==> config.mk <==
export PLATFORM = sky130hd
export DESIGN_NAME = put_timer
export DESIGN_NICKNAME = d
export VERILOG_FILES = /design/src/rtl/put_pkg.sv /design/src/rtl/put_div12.sv /design/src/rtl/put_prescaler.sv /design/src/rtl/put_timer.sv
export SDC_FILE = /design/constraint.sdc
export NUM_CORES = 1
export LEC_CHECK = 0
export ABC_AREA = 1
export ABC_CLOCK_PERIOD_IN_PS = 3700
export BUFFER_PORTS_ARGS = -buffer_cell sky130_fd_sc_hd__buf_2
export CORE_MARGIN = 3
export CORE_UTILIZATION = 55
export CTS_CLUSTER_SIZE = 28
export DETAILED_ROUTE_END_ITERATION = 10
export PLACE_DENSITY_LB_ADDON = 0.3
export SLEW_MARGIN = 25
export SYNTH_ARGS = -nofsm -noshare
export SYNTH_HDL_FRONTEND = slang
export SYNTH_SLANG_ARGS = --single-unit
==> constraint.sdc <==
create_clock -name core_clk -period 3.7 [get_ports core_clk]
set_input_delay 0.74 -clock core_clk [delete_from_list [all_inputs] [get_ports core_clk]]
set_output_delay 0.74 -clock core_clk [all_outputs]
set_load 0.02 [all_outputs]
==> src/rtl/put_pkg.sv <==
// ============================================================
// shared constants and types of the prescaled underflow timer
package put_pkg;

    // ============================================================
    // register byte addresses
    localparam logic [7:0] ADDR_PRESCALE = 8'hd2;
    localparam logic [7:0] ADDR_COUNT = 8'hd3;
    localparam logic [7:0] ADDR_CTRL = 8'hd4;

    // ============================================================
    // control/status field positions
    localparam int unsigned BIT_FLAG = 7;
    localparam int unsigned BIT_IRQEN = 6;
    localparam int unsigned BIT_RSV_SET = 5;
    localparam int unsigned BIT_RSV_CLR = 4;
    localparam int unsigned BIT_RUN = 3;
    localparam int unsigned SEL_LSB = 0;

    // ============================================================
    // reset, preset and reload values
    localparam logic [7:0] COUNT_RESET = 8'hff;
    localparam logic [7:0] COUNT_RELOAD = 8'hff;
    localparam logic [6:0] CTRL_RESET = 7'h00;
    localparam logic [6:0] PRESCALE_PRESET = 7'h7f;
    localparam logic [7:0] READ_IDLE = 8'h00;

    // ============================================================
    // cycle counts: internal clock divided by twelve
    localparam logic [3:0] DIV_LAST = 4'hb;

    // ============================================================
    // carriers
    typedef struct packed {
        logic [7:0] addr;   // byte address
        logic [7:0] wrData; // write data
        logic wrStb;        // one-cycle write strobe
        logic rdStb;        // one-cycle read strobe
    } put_bus_req_s;

    typedef struct packed {
        logic run;          // prescale_run
        logic [2:0] sel;    // prescale_select
    } put_psc_cfg_s;

    // ============================================================
    // true when the low sel bits of the prescaler are all zero,
    // so code n fires once every two to the n prescaler steps
    function automatic logic tapHit(input logic [6:0] value,
                                    input logic [2:0] sel);
        logic [7:0] mask;
        mask = (8'h01 << sel) - 8'h01;
        return (value & mask[6:0]) == 7'h00;
    endfunction

endpackage

==> src/rtl/put_div12.sv <==
`timescale 1ns/10ps
// ============================================================
// divide-by-twelve enable: one pulse every twelve core cycles
module put_div12 (
    input wire logic core_clk,
    input wire logic rst_b,
    output logic tick
);
    logic [3:0] cnt_r; // position in the twelve-cycle frame
    logic [3:0] cnt_nxt;
    logic tick_r;      // registered pulse, no derived clock
    logic tick_nxt;

    // next frame position and pulse
    always_comb begin
        if (cnt_r == put_pkg::DIV_LAST) begin
            cnt_nxt = 4'h0;
            tick_nxt = 1'b1;
        end else begin
            cnt_nxt = cnt_r + 4'h1;
            tick_nxt = 1'b0;
        end
    end

    // registers
    always_ff @(posedge core_clk or negedge rst_b) begin
        if (!rst_b) begin
            cnt_r <= 4'h0;
            tick_r <= 1'b0;
        end else begin
            cnt_r <= cnt_nxt;
            tick_r <= tick_nxt;
        end
    end

    assign tick = tick_r;

    a_tick_period: assert property (
        @(posedge core_clk) disable iff (!rst_b)
        tick |-> ##12 tick)
        else $error("divider pulse not twelve cycles apart");
    a_tick_gap: assert property (
        @(posedge core_clk) disable iff (!rst_b)
        tick |=> !tick [*8])
        else $error("divider pulse repeated too soon");
endmodule

==> src/rtl/put_prescaler.sv <==
`timescale 1ns/10ps
// ============================================================
// seven-bit down prescaler with eight power-of-two taps
module put_prescaler (
    input wire logic core_clk,
    input wire logic rst_b,
    input wire logic tick,
    input wire put_pkg::put_psc_cfg_s cfg,
    input wire logic wrEn,
    input wire logic [6:0] wrData,
    output logic [6:0] value,
    output logic tap
);
    logic [6:0] psc_r; // prescaler state
    logic [6:0] psc_nxt;

    // tap fires on a step whose low bits are zero
    assign tap = tick && cfg.run &&
                 put_pkg::tapHit(psc_r, cfg.sel);

    // next prescaler value
    always_comb begin
        psc_nxt = psc_r;
        if (!cfg.run) begin
            psc_nxt = put_pkg::PRESCALE_PRESET;
        end else if (wrEn) begin
            psc_nxt = wrData; // direct load only while running
        end else if (tick) begin
            if (psc_r == 7'h00) begin
                psc_nxt = put_pkg::PRESCALE_PRESET;
            end else begin
                psc_nxt = psc_r - 7'h01;
            end
        end
    end

    // registers
    always_ff @(posedge core_clk or negedge rst_b) begin
        if (!rst_b) begin
            psc_r <= put_pkg::PRESCALE_PRESET;
        end else begin
            psc_r <= psc_nxt;
        end
    end

    assign value = psc_r;

    a_preset_hold: assert property (
        @(posedge core_clk) disable iff (!rst_b)
        !cfg.run |=> psc_r == 7'h7f)
        else $error("prescaler not held at preset");
    a_psc_reload: assert property (
        @(posedge core_clk) disable iff (!rst_b)
        cfg.run && tick && !wrEn && psc_r == 7'h00 |=> psc_r == 7'h7f)
        else $error("prescaler did not reload");
    a_tap_slowest: assert property (
        @(posedge core_clk) disable iff (!rst_b)
        tap && cfg.sel == 3'h7 |-> psc_r == 7'h00)
        else $error("slowest tap fired off zero");
endmodule

==> src/rtl/put_timer.sv <==
// The plain strobed port is this design's own decision.
`timescale 1ns/10ps
// What this block does
// - flag set when counter wraps zero to ones
// - request only while enable and flag high
// - run low presets prescaler, freezes counter
// - run high lets prescaler and counter count
// - select code n divides by two^n
// - reset gives counter ones, control zero
// - prescaler steps at clock/12, reloads 7Fh
// - counter steps per tap, reloads all ones
// - writing zero count or flag one sets flag
// - counter write beats decrement, no flag
module put_timer (
    input wire logic core_clk,
    input wire logic rst_b,
    input wire put_pkg::put_bus_req_s busReq,
    output logic [7:0] rdData,
    output logic irq
);
    // ============================================================
    // declarations
    logic [7:0] cnt_r;   // count_value_reg
    logic [7:0] cnt_nxt;
    logic flag_r;        // underflow_flag
    logic flag_nxt;
    logic [6:0] ctrl_r;  // control bits 6:0 as stored
    logic [6:0] ctrl_nxt;
    logic [7:0] rd_r;    // read data, valid one cycle
    logic [7:0] rd_nxt;
    logic irq_r;         // registered interrupt request
    logic irq_nxt;
    logic cntWr;         // write to the counter
    logic ctrlWr;        // write to control/status
    logic pscWr;         // write to the prescaler
    logic hwUnder;       // counter wrapped this cycle
    logic swSet;         // software forced the flag
    logic divTick;       // clock/12 enable
    logic tap;           // counter step enable
    logic [6:0] pscValue; // prescaler state for reads
    put_pkg::put_psc_cfg_s pscCfg;

    // ============================================================
    // address decode
    assign cntWr = busReq.wrStb && busReq.addr == put_pkg::ADDR_COUNT;
    assign ctrlWr = busReq.wrStb && busReq.addr == put_pkg::ADDR_CTRL;
    assign pscWr = busReq.wrStb &&
                   busReq.addr == put_pkg::ADDR_PRESCALE;

    // prescaler configuration taken from stored control bits;
    // one assignment keeps the carrier a single-driver variable
    assign pscCfg = '{run: ctrl_r[put_pkg::BIT_RUN],
                      sel: ctrl_r[put_pkg::SEL_LSB +: 3]};

    // ============================================================
    // rate generation
    // twelve-cycle enable; nothing here makes a derived clock,
    // so every flop stays on core_clk
    put_div12 u_div (
        .core_clk(core_clk),
        .rst_b(rst_b),
        .tick(divTick)
    );

    // prescaler and its tap select
    put_prescaler u_psc (
        .core_clk(core_clk),
        .rst_b(rst_b),
        .tick(divTick),
        .cfg(pscCfg),
        .wrEn(pscWr),
        .wrData(busReq.wrData[6:0]),
        .value(pscValue),
        .tap(tap)
    );

    // ============================================================
    // counter next value
    // a software write wins over the step, so the step of that
    // cycle is lost; this matches the counter being reloaded
    always_comb begin
        cnt_nxt = cnt_r;
        hwUnder = 1'b0;
        if (cntWr) begin
            // write wins, no underflow from the step
            cnt_nxt = busReq.wrData;
        end else if (tap) begin
            // tap is already gated by the run bit
            if (cnt_r == 8'h00) begin
                cnt_nxt = put_pkg::COUNT_RELOAD;
                hwUnder = 1'b1;
            end else begin
                cnt_nxt = cnt_r - 8'h01;
            end
        end
    end

    // ============================================================
    // flag, control and request next values
    always_comb begin
        // software forcing paths
        swSet = (cntWr && busReq.wrData == 8'h00) ||
                (ctrlWr && busReq.wrData[put_pkg::BIT_FLAG]);
        flag_nxt = flag_r;
        if (hwUnder || swSet) begin
            // a set in the clearing cycle is kept
            flag_nxt = 1'b1;
        end else if (ctrlWr) begin
            // only a written zero clears it
            flag_nxt = 1'b0;
        end
        // reserved bits are stored as written and read back
        ctrl_nxt = ctrl_r;
        if (ctrlWr) begin
            ctrl_nxt = busReq.wrData[6:0];
        end
        // request follows the same edge as flag and enable
        irq_nxt = flag_nxt &&
                  ctrl_nxt[put_pkg::BIT_IRQEN];
    end

    // ============================================================
    // read mux
    // read data stand only in the cycle after the strobe;
    // idle cycles and unmapped addresses read zero
    always_comb begin
        rd_nxt = put_pkg::READ_IDLE;
        if (busReq.rdStb) begin
            case (busReq.addr)
                put_pkg::ADDR_PRESCALE: begin
                    // top bit unused, reads zero
                    rd_nxt = {1'b0, pscValue};
                end
                put_pkg::ADDR_COUNT: begin
                    // value before any step of this cycle
                    rd_nxt = cnt_r;
                end
                put_pkg::ADDR_CTRL: begin
                    rd_nxt = {flag_r, ctrl_r};
                end
                default: begin
                    rd_nxt = put_pkg::READ_IDLE;
                end
            endcase
        end
    end

    // ============================================================
    // registers
    always_ff @(posedge core_clk or negedge rst_b) begin
        if (!rst_b) begin
            cnt_r <= put_pkg::COUNT_RESET;
            flag_r <= 1'b0;
            ctrl_r <= put_pkg::CTRL_RESET;
            rd_r <= put_pkg::READ_IDLE;
            irq_r <= 1'b0;
        end else begin
            cnt_r <= cnt_nxt;
            flag_r <= flag_nxt;
            ctrl_r <= ctrl_nxt;
            rd_r <= rd_nxt;
            irq_r <= irq_nxt;
        end
    end

    // outputs straight from flops
    assign rdData = rd_r;
    assign irq = irq_r;

    // ============================================================
    // checking helpers
    // marks the first edge after reset release
    logic firstEdge_r;
    always_ff @(posedge core_clk or negedge rst_b) begin
        if (!rst_b) begin
            firstEdge_r <= 1'b1;
        end else begin
            firstEdge_r <= 1'b0;
        end
    end

    // ============================================================
    // assertions
    a_wrap_sets_flag: assert property (
        @(posedge core_clk) disable iff (!rst_b)
        tap && !cntWr && cnt_r == 8'h00 |=>
            flag_r && cnt_r == 8'hff)
        else $error("wrap did not set flag or reload");

    a_flag_sticky: assert property (
        @(posedge core_clk) disable iff (!rst_b)
        flag_r && !ctrlWr |=> flag_r)
        else $error("flag cleared without a write");

    a_irq_gating: assert property (
        @(posedge core_clk) disable iff (!rst_b)
        irq_r == (flag_r && ctrl_r[6]))
        else $error("request not enable and flag");

    a_counter_frozen: assert property (
        @(posedge core_clk) disable iff (!rst_b)
        !ctrl_r[3] && !cntWr |=> cnt_r == $past(cnt_r))
        else $error("counter moved while stopped");

    a_count_step: assert property (
        @(posedge core_clk) disable iff (!rst_b)
        tap && !cntWr && cnt_r != 8'h00 |=>
            cnt_r == $past(cnt_r) - 8'h01)
        else $error("counter did not step by one");

    a_tap_rate: assert property (
        @(posedge core_clk) disable iff (!rst_b)
        ctrl_r[3] && ctrl_r[2:0] == 3'h0 && divTick && !pscWr
            |-> tap)
        else $error("divide by one missed a step");

    a_reset_values: assert property (
        @(posedge core_clk) disable iff (!rst_b)
        firstEdge_r |-> cnt_r == 8'hff && ctrl_r == 7'h00 &&
            !flag_r && !irq_r && pscValue == 7'h7f)
        else $error("wrong values after reset");

    a_zero_write_set: assert property (
        @(posedge core_clk) disable iff (!rst_b)
        cntWr && busReq.wrData == 8'h00 |=> flag_r)
        else $error("zero write did not set flag");

    a_flag_write_set: assert property (
        @(posedge core_clk) disable iff (!rst_b)
        ctrlWr && busReq.wrData[7] |=> flag_r)
        else $error("flag write did not set flag");

    a_write_wins: assert property (
        @(posedge core_clk) disable iff (!rst_b)
        cntWr && tap && busReq.wrData != 8'h00 && !flag_r |=>
            !flag_r && cnt_r == $past(busReq.wrData))
        else $error("step beat a counter write");

    a_read_count: assert property (
        @(posedge core_clk) disable iff (!rst_b)
        busReq.rdStb && busReq.addr == put_pkg::ADDR_COUNT |=>
            rdData == $past(cnt_r))
        else $error("counter read wrong");

    a_read_idle: assert property (
        @(posedge core_clk) disable iff (!rst_b)
        !busReq.rdStb |=> rdData == 8'h00)
        else $error("read data outside its cycle");

    // register port: stores, clears and read-back paths
    a_flag_clear: assert property (
        @(posedge core_clk) disable iff (!rst_b)
        ctrlWr && !busReq.wrData[7] && !hwUnder |=> !flag_r)
        else $error("flag not cleared by a zero write");

    a_write_lands: assert property (
        @(posedge core_clk) disable iff (!rst_b)
        cntWr |=> cnt_r == $past(busReq.wrData))
        else $error("counter write not stored");

    a_ctrl_store: assert property (
        @(posedge core_clk) disable iff (!rst_b)
        ctrlWr |=> ctrl_r == $past(busReq.wrData[6:0]))
        else $error("control bits not stored as written");

    a_run_start: assert property (
        @(posedge core_clk) disable iff (!rst_b)
        ctrlWr && busReq.wrData[3] && !ctrl_r[3] |=>
            pscValue == 7'h7f)
        else $error("prescaler not preset at start");

    a_read_ctrl: assert property (
        @(posedge core_clk) disable iff (!rst_b)
        busReq.rdStb && busReq.addr == put_pkg::ADDR_CTRL |=>
            rdData == {$past(flag_r), $past(ctrl_r)})
        else $error("control read wrong");

    a_read_prescale: assert property (
        @(posedge core_clk) disable iff (!rst_b)
        busReq.rdStb && busReq.addr == put_pkg::ADDR_PRESCALE |=>
            rdData == {1'b0, $past(pscValue)})
        else $error("prescaler read wrong");

    // ============================================================
    // covers
    c_underflow: cover property (
        @(posedge core_clk) disable iff (!rst_b)
        hwUnder ##1 irq_r);
    c_collision: cover property (
        @(posedge core_clk) disable iff (!rst_b)
        cntWr && tap && cnt_r == 8'h00);
    c_slow_tap: cover property (
        @(posedge core_clk) disable iff (!rst_b)
        tap && ctrl_r[2:0] == 3'h7);
    c_flag_clear: cover property (
        @(posedge core_clk) disable iff (!rst_b)
        flag_r ##1 !flag_r);
    c_zero_write: cover property (
        @(posedge core_clk) disable iff (!rst_b)
        cntWr && busReq.wrData == 8'h00);
endmodule

==> metrics.txt <==
multi-input logic area=0.00126 mm2; synthesized area=0.00237 mm2; Synth top cells by count=108 x nand2_1, 42 x nor2_1, 32 x inv_1; final core occ=65.5%; Leak=1.34 nW; DP HPWL=4.02 mm; DR WL/cell=13.4 um; Ys Warns=0; Final Max Tran Viols=0; #FFs+latches synth=37; Area Overhead vs Synth=12.9%; DRT Pass-1 Iters=6; Simple-Gate Fraction of Synth Area=41.7%; path depth of the worst reg2reg path=10; Yosys top cell area share=23.2%; Final Skew=0.00770 ns; Worst path max stage delay=0.26 ns; maximum fanout along the worst path=18; Worst Setup End Kind=flop; cell chain of the critical path=buf_2 > inv_2 > nand2_2 > nor2_8 > nand3_4 > clkinv_1 > nand2_1 > o21ai_1 > nand2_2 > o21ai_2; DRC Markers=0; antenna violations before repair=0; area post-placement=0.00256 mm2; Final Instance Count excl. Fillers=405; Reg area=945 um2; net count after synthesis=346; worst hold stages=2; CTS resizes=0; FP Rows=23; Fmax=612 MHz; syn avg cell area=7.38 um2; M2 GR Usage=35.9%; cell area after layout=0.00268 mm2; Cell Pwr Density=507 mW/mm2; core area=0.00409 mm2; WP buf/inv=3; Setup-failing EPs final=0; boundary pin count=29; crit path kind=in2reg; mux contribution to synthesized area=0.422%; Final #Nets=379; Syn Inst Count=321; arrival time at the worst endpoint=1.87 ns; GPL Wtd Cong=0.874; Levels on crit path=10; Initial Util=58.0%; CTS tree=done; Final ANT Viol Nets=0; worst-case clock buffer depth=2; first-pass GRT wire length=9.29 mm; setup total negative slack=0 ns; placed cell count=397; dominant delay contributor by cell family on the critical path=simple AND/OR/NAND/NOR gates; fillers=354; Worst VDD drop=276 uV; Vias/cell=5.25; Area contributors post-synth=dfrtp_1 23%, nand2_1 17%, dfstp_2 17%; worst path required time=3.94 ns; Die W=71.6 um; FFs w/ async S/R, synth=100%; GR Util All Layers=23.1%; RSZ-0062 raised after global routing=no; GRT Max-Usage Layer=met2; final WL=5.43 mm; post-synthesis xor/xnor area fraction=1.48%; setup bufs post-CTS=0; Rel. slew slack=45.3%; startpoint types=input port; Most common cell on crit path=nand2_2; vias post-DR=2127; IO Port Bufs=28; period utilization=44.1%; max cap viols=0; post-synthesis sequential area ratio=39.9%; CTS Sinks=37; ant diodes=0; Die Y=71.6 um; largest net degree at the start of global routing=38; layout cells sized above 1=24.2%; area share of fa/ha/maj cells after synthesis=2.64%; hold-fix buffers at CTS=0; Worst Max-Slew Pin Slew=0.820 ns; M1 GR Usage=32.6%; clk_lat worst skew=0.30 ns; main combinational cell family by area after synthesis=simple AND/OR/NAND/NOR gates; clock root cell=clkbuf_8; Post-synth EDFFs=0; Synth Flop Type=dfrtp_1; compound-gate portion of the synthesized area=7.07%; Yosys top cell by area=dfrtp_1; met3 GRT Util=4.63%; initial detailed-routing violation count=247; Inserted Clock Buffers=5; Clock transition at path regs=0.08 ns; Final Hold Viols=0; die area=0.00513 mm2; vias in the first global route=1920; Slowest-stage cell, CP=nand3_4; grt ovf=0; CTS H-Tree Depth=2; count leader, synth=nand2_1; post-synthesis cell type count=33; status=completed; Hold Path Class=reg2reg; min Tclk post-route=1.63 ns
## stage by stage
step	total power, mW	hold WS (ns)	worst slack, ns
6_report	1.36	0.498	2.07
5_1_grt	1.45	0.504	1.98
4_1_cts	1.35	0.489	2.07
3_5_place_dp	0.979	0.469	1.76
3_3_place_gp	0.968	0.463	1.82
2_1_floorplan	0.874	0.444	2.10
## flip-flops by register name, summed over array words and instances, names as in the netlist
| signal | flops |
|---|---|
| irq | 1 |
| u_psc.value | 7 |
| ctrl_r | 7 |
| u_div.tick | 1 |
| u_div.cnt_r | 4 |
| rdData | 8 |
| cnt_r | 8 |
| flag_r | 1 |
## tightest hold or removal path, cell delays in order (launching register included)
cell and delay (ns):
dfrtp_1 0.35, nand2_1 0.05, o21ai_0 0.06
## where the power goes
| group | internal [mW] | total (mW) | switching (mW) |
|---|---|---|---|
| combinational | 0.148 | 0.369 | 0.221 |
| clock | 0.219 | 0.375 | 0.156 |
| sequential | 0.515 | 0.612 | 0.0965 |
## path summary, 6_finish.rpt
path                                       startpoint                         end  slack, ns
max                                        busReq[15]        cnt_r[1]$_DFFE_PN1P_       2.07
min                             ctrl_r[5]$_DFFE_PN0N_       ctrl_r[5]$_DFFE_PN0N_       0.50
max reg2reg                u_psc.value[0]$_DFFE_PN1P_  u_psc.value[4]$_DFFE_PN1P_       2.13
min reg2reg                     ctrl_r[5]$_DFFE_PN0N_       ctrl_r[5]$_DFFE_PN0N_       0.50
max in group asynchronous                       rst_b    u_div.cnt_r[3]$_DFF_PN0_       2.64
min in group asynchronous                       rst_b         rdData[7]$_DFF_PN0_       0.53
## cell usage in the layout, fill, tap and decap left out, types with 2 or more instances in the layout
| cell type | instances |
|---|---|
| nand2_1 | 108 |
| xor2_1 | 3 |
| nand3_4 | 3 |
| or2_0 | 2 |
| a21oi_1 | 3 |
| dfrtp_1 | 22 |
| buf_2 | 28 |
| inv_1 | 32 |
| dfstp_2 | 15 |
| o21ai_2 | 2 |
| ha_1 | 5 |
| nor2_1 | 42 |
| a31oi_1 | 6 |
| or2_2 | 2 |
| nand2_4 | 2 |
| o21ai_0 | 13 |
| nand2_2 | 5 |
| inv_2 | 6 |
| nand3_2 | 6 |
| nor2_2 | 4 |
| o211ai_1 | 2 |
| o21ai_1 | 2 |
| nand3_1 | 22 |
| nand4_1 | 3 |
| clkbuf_8 | 6 |
| nor2_4 | 2 |
## kinds of logic after synthesis
family | after synthesis
AND/OR/NAND/NOR | 204
buffers and inverters | 41
adder cells (fa/ha/maj) | 5
multiplexers | 1
AO/OA/AOI/OAI | 29
flip-flops | 37
XOR/XNOR | 4
## routing by layer
layer  vias up  part of all wire, %
met5         -                    0
met4         0                 0.85
met3         6                  5.5
met2        68                   48
met1       978                   45
li1       1075                    -
## layout make-up
cell class / instances / area share, %
clock inverters: 2 / 1.40
inverters: 39 / 5.47
repair buffers: 28 / 5.24
clock buffers: 6 / 3.09
well taps: 50 / 2.34
multi-input cells: 243 / 47.2
flip-flops and latches: 37 / 35.3
No activity file was read; power rests on OpenSTA's default activity.
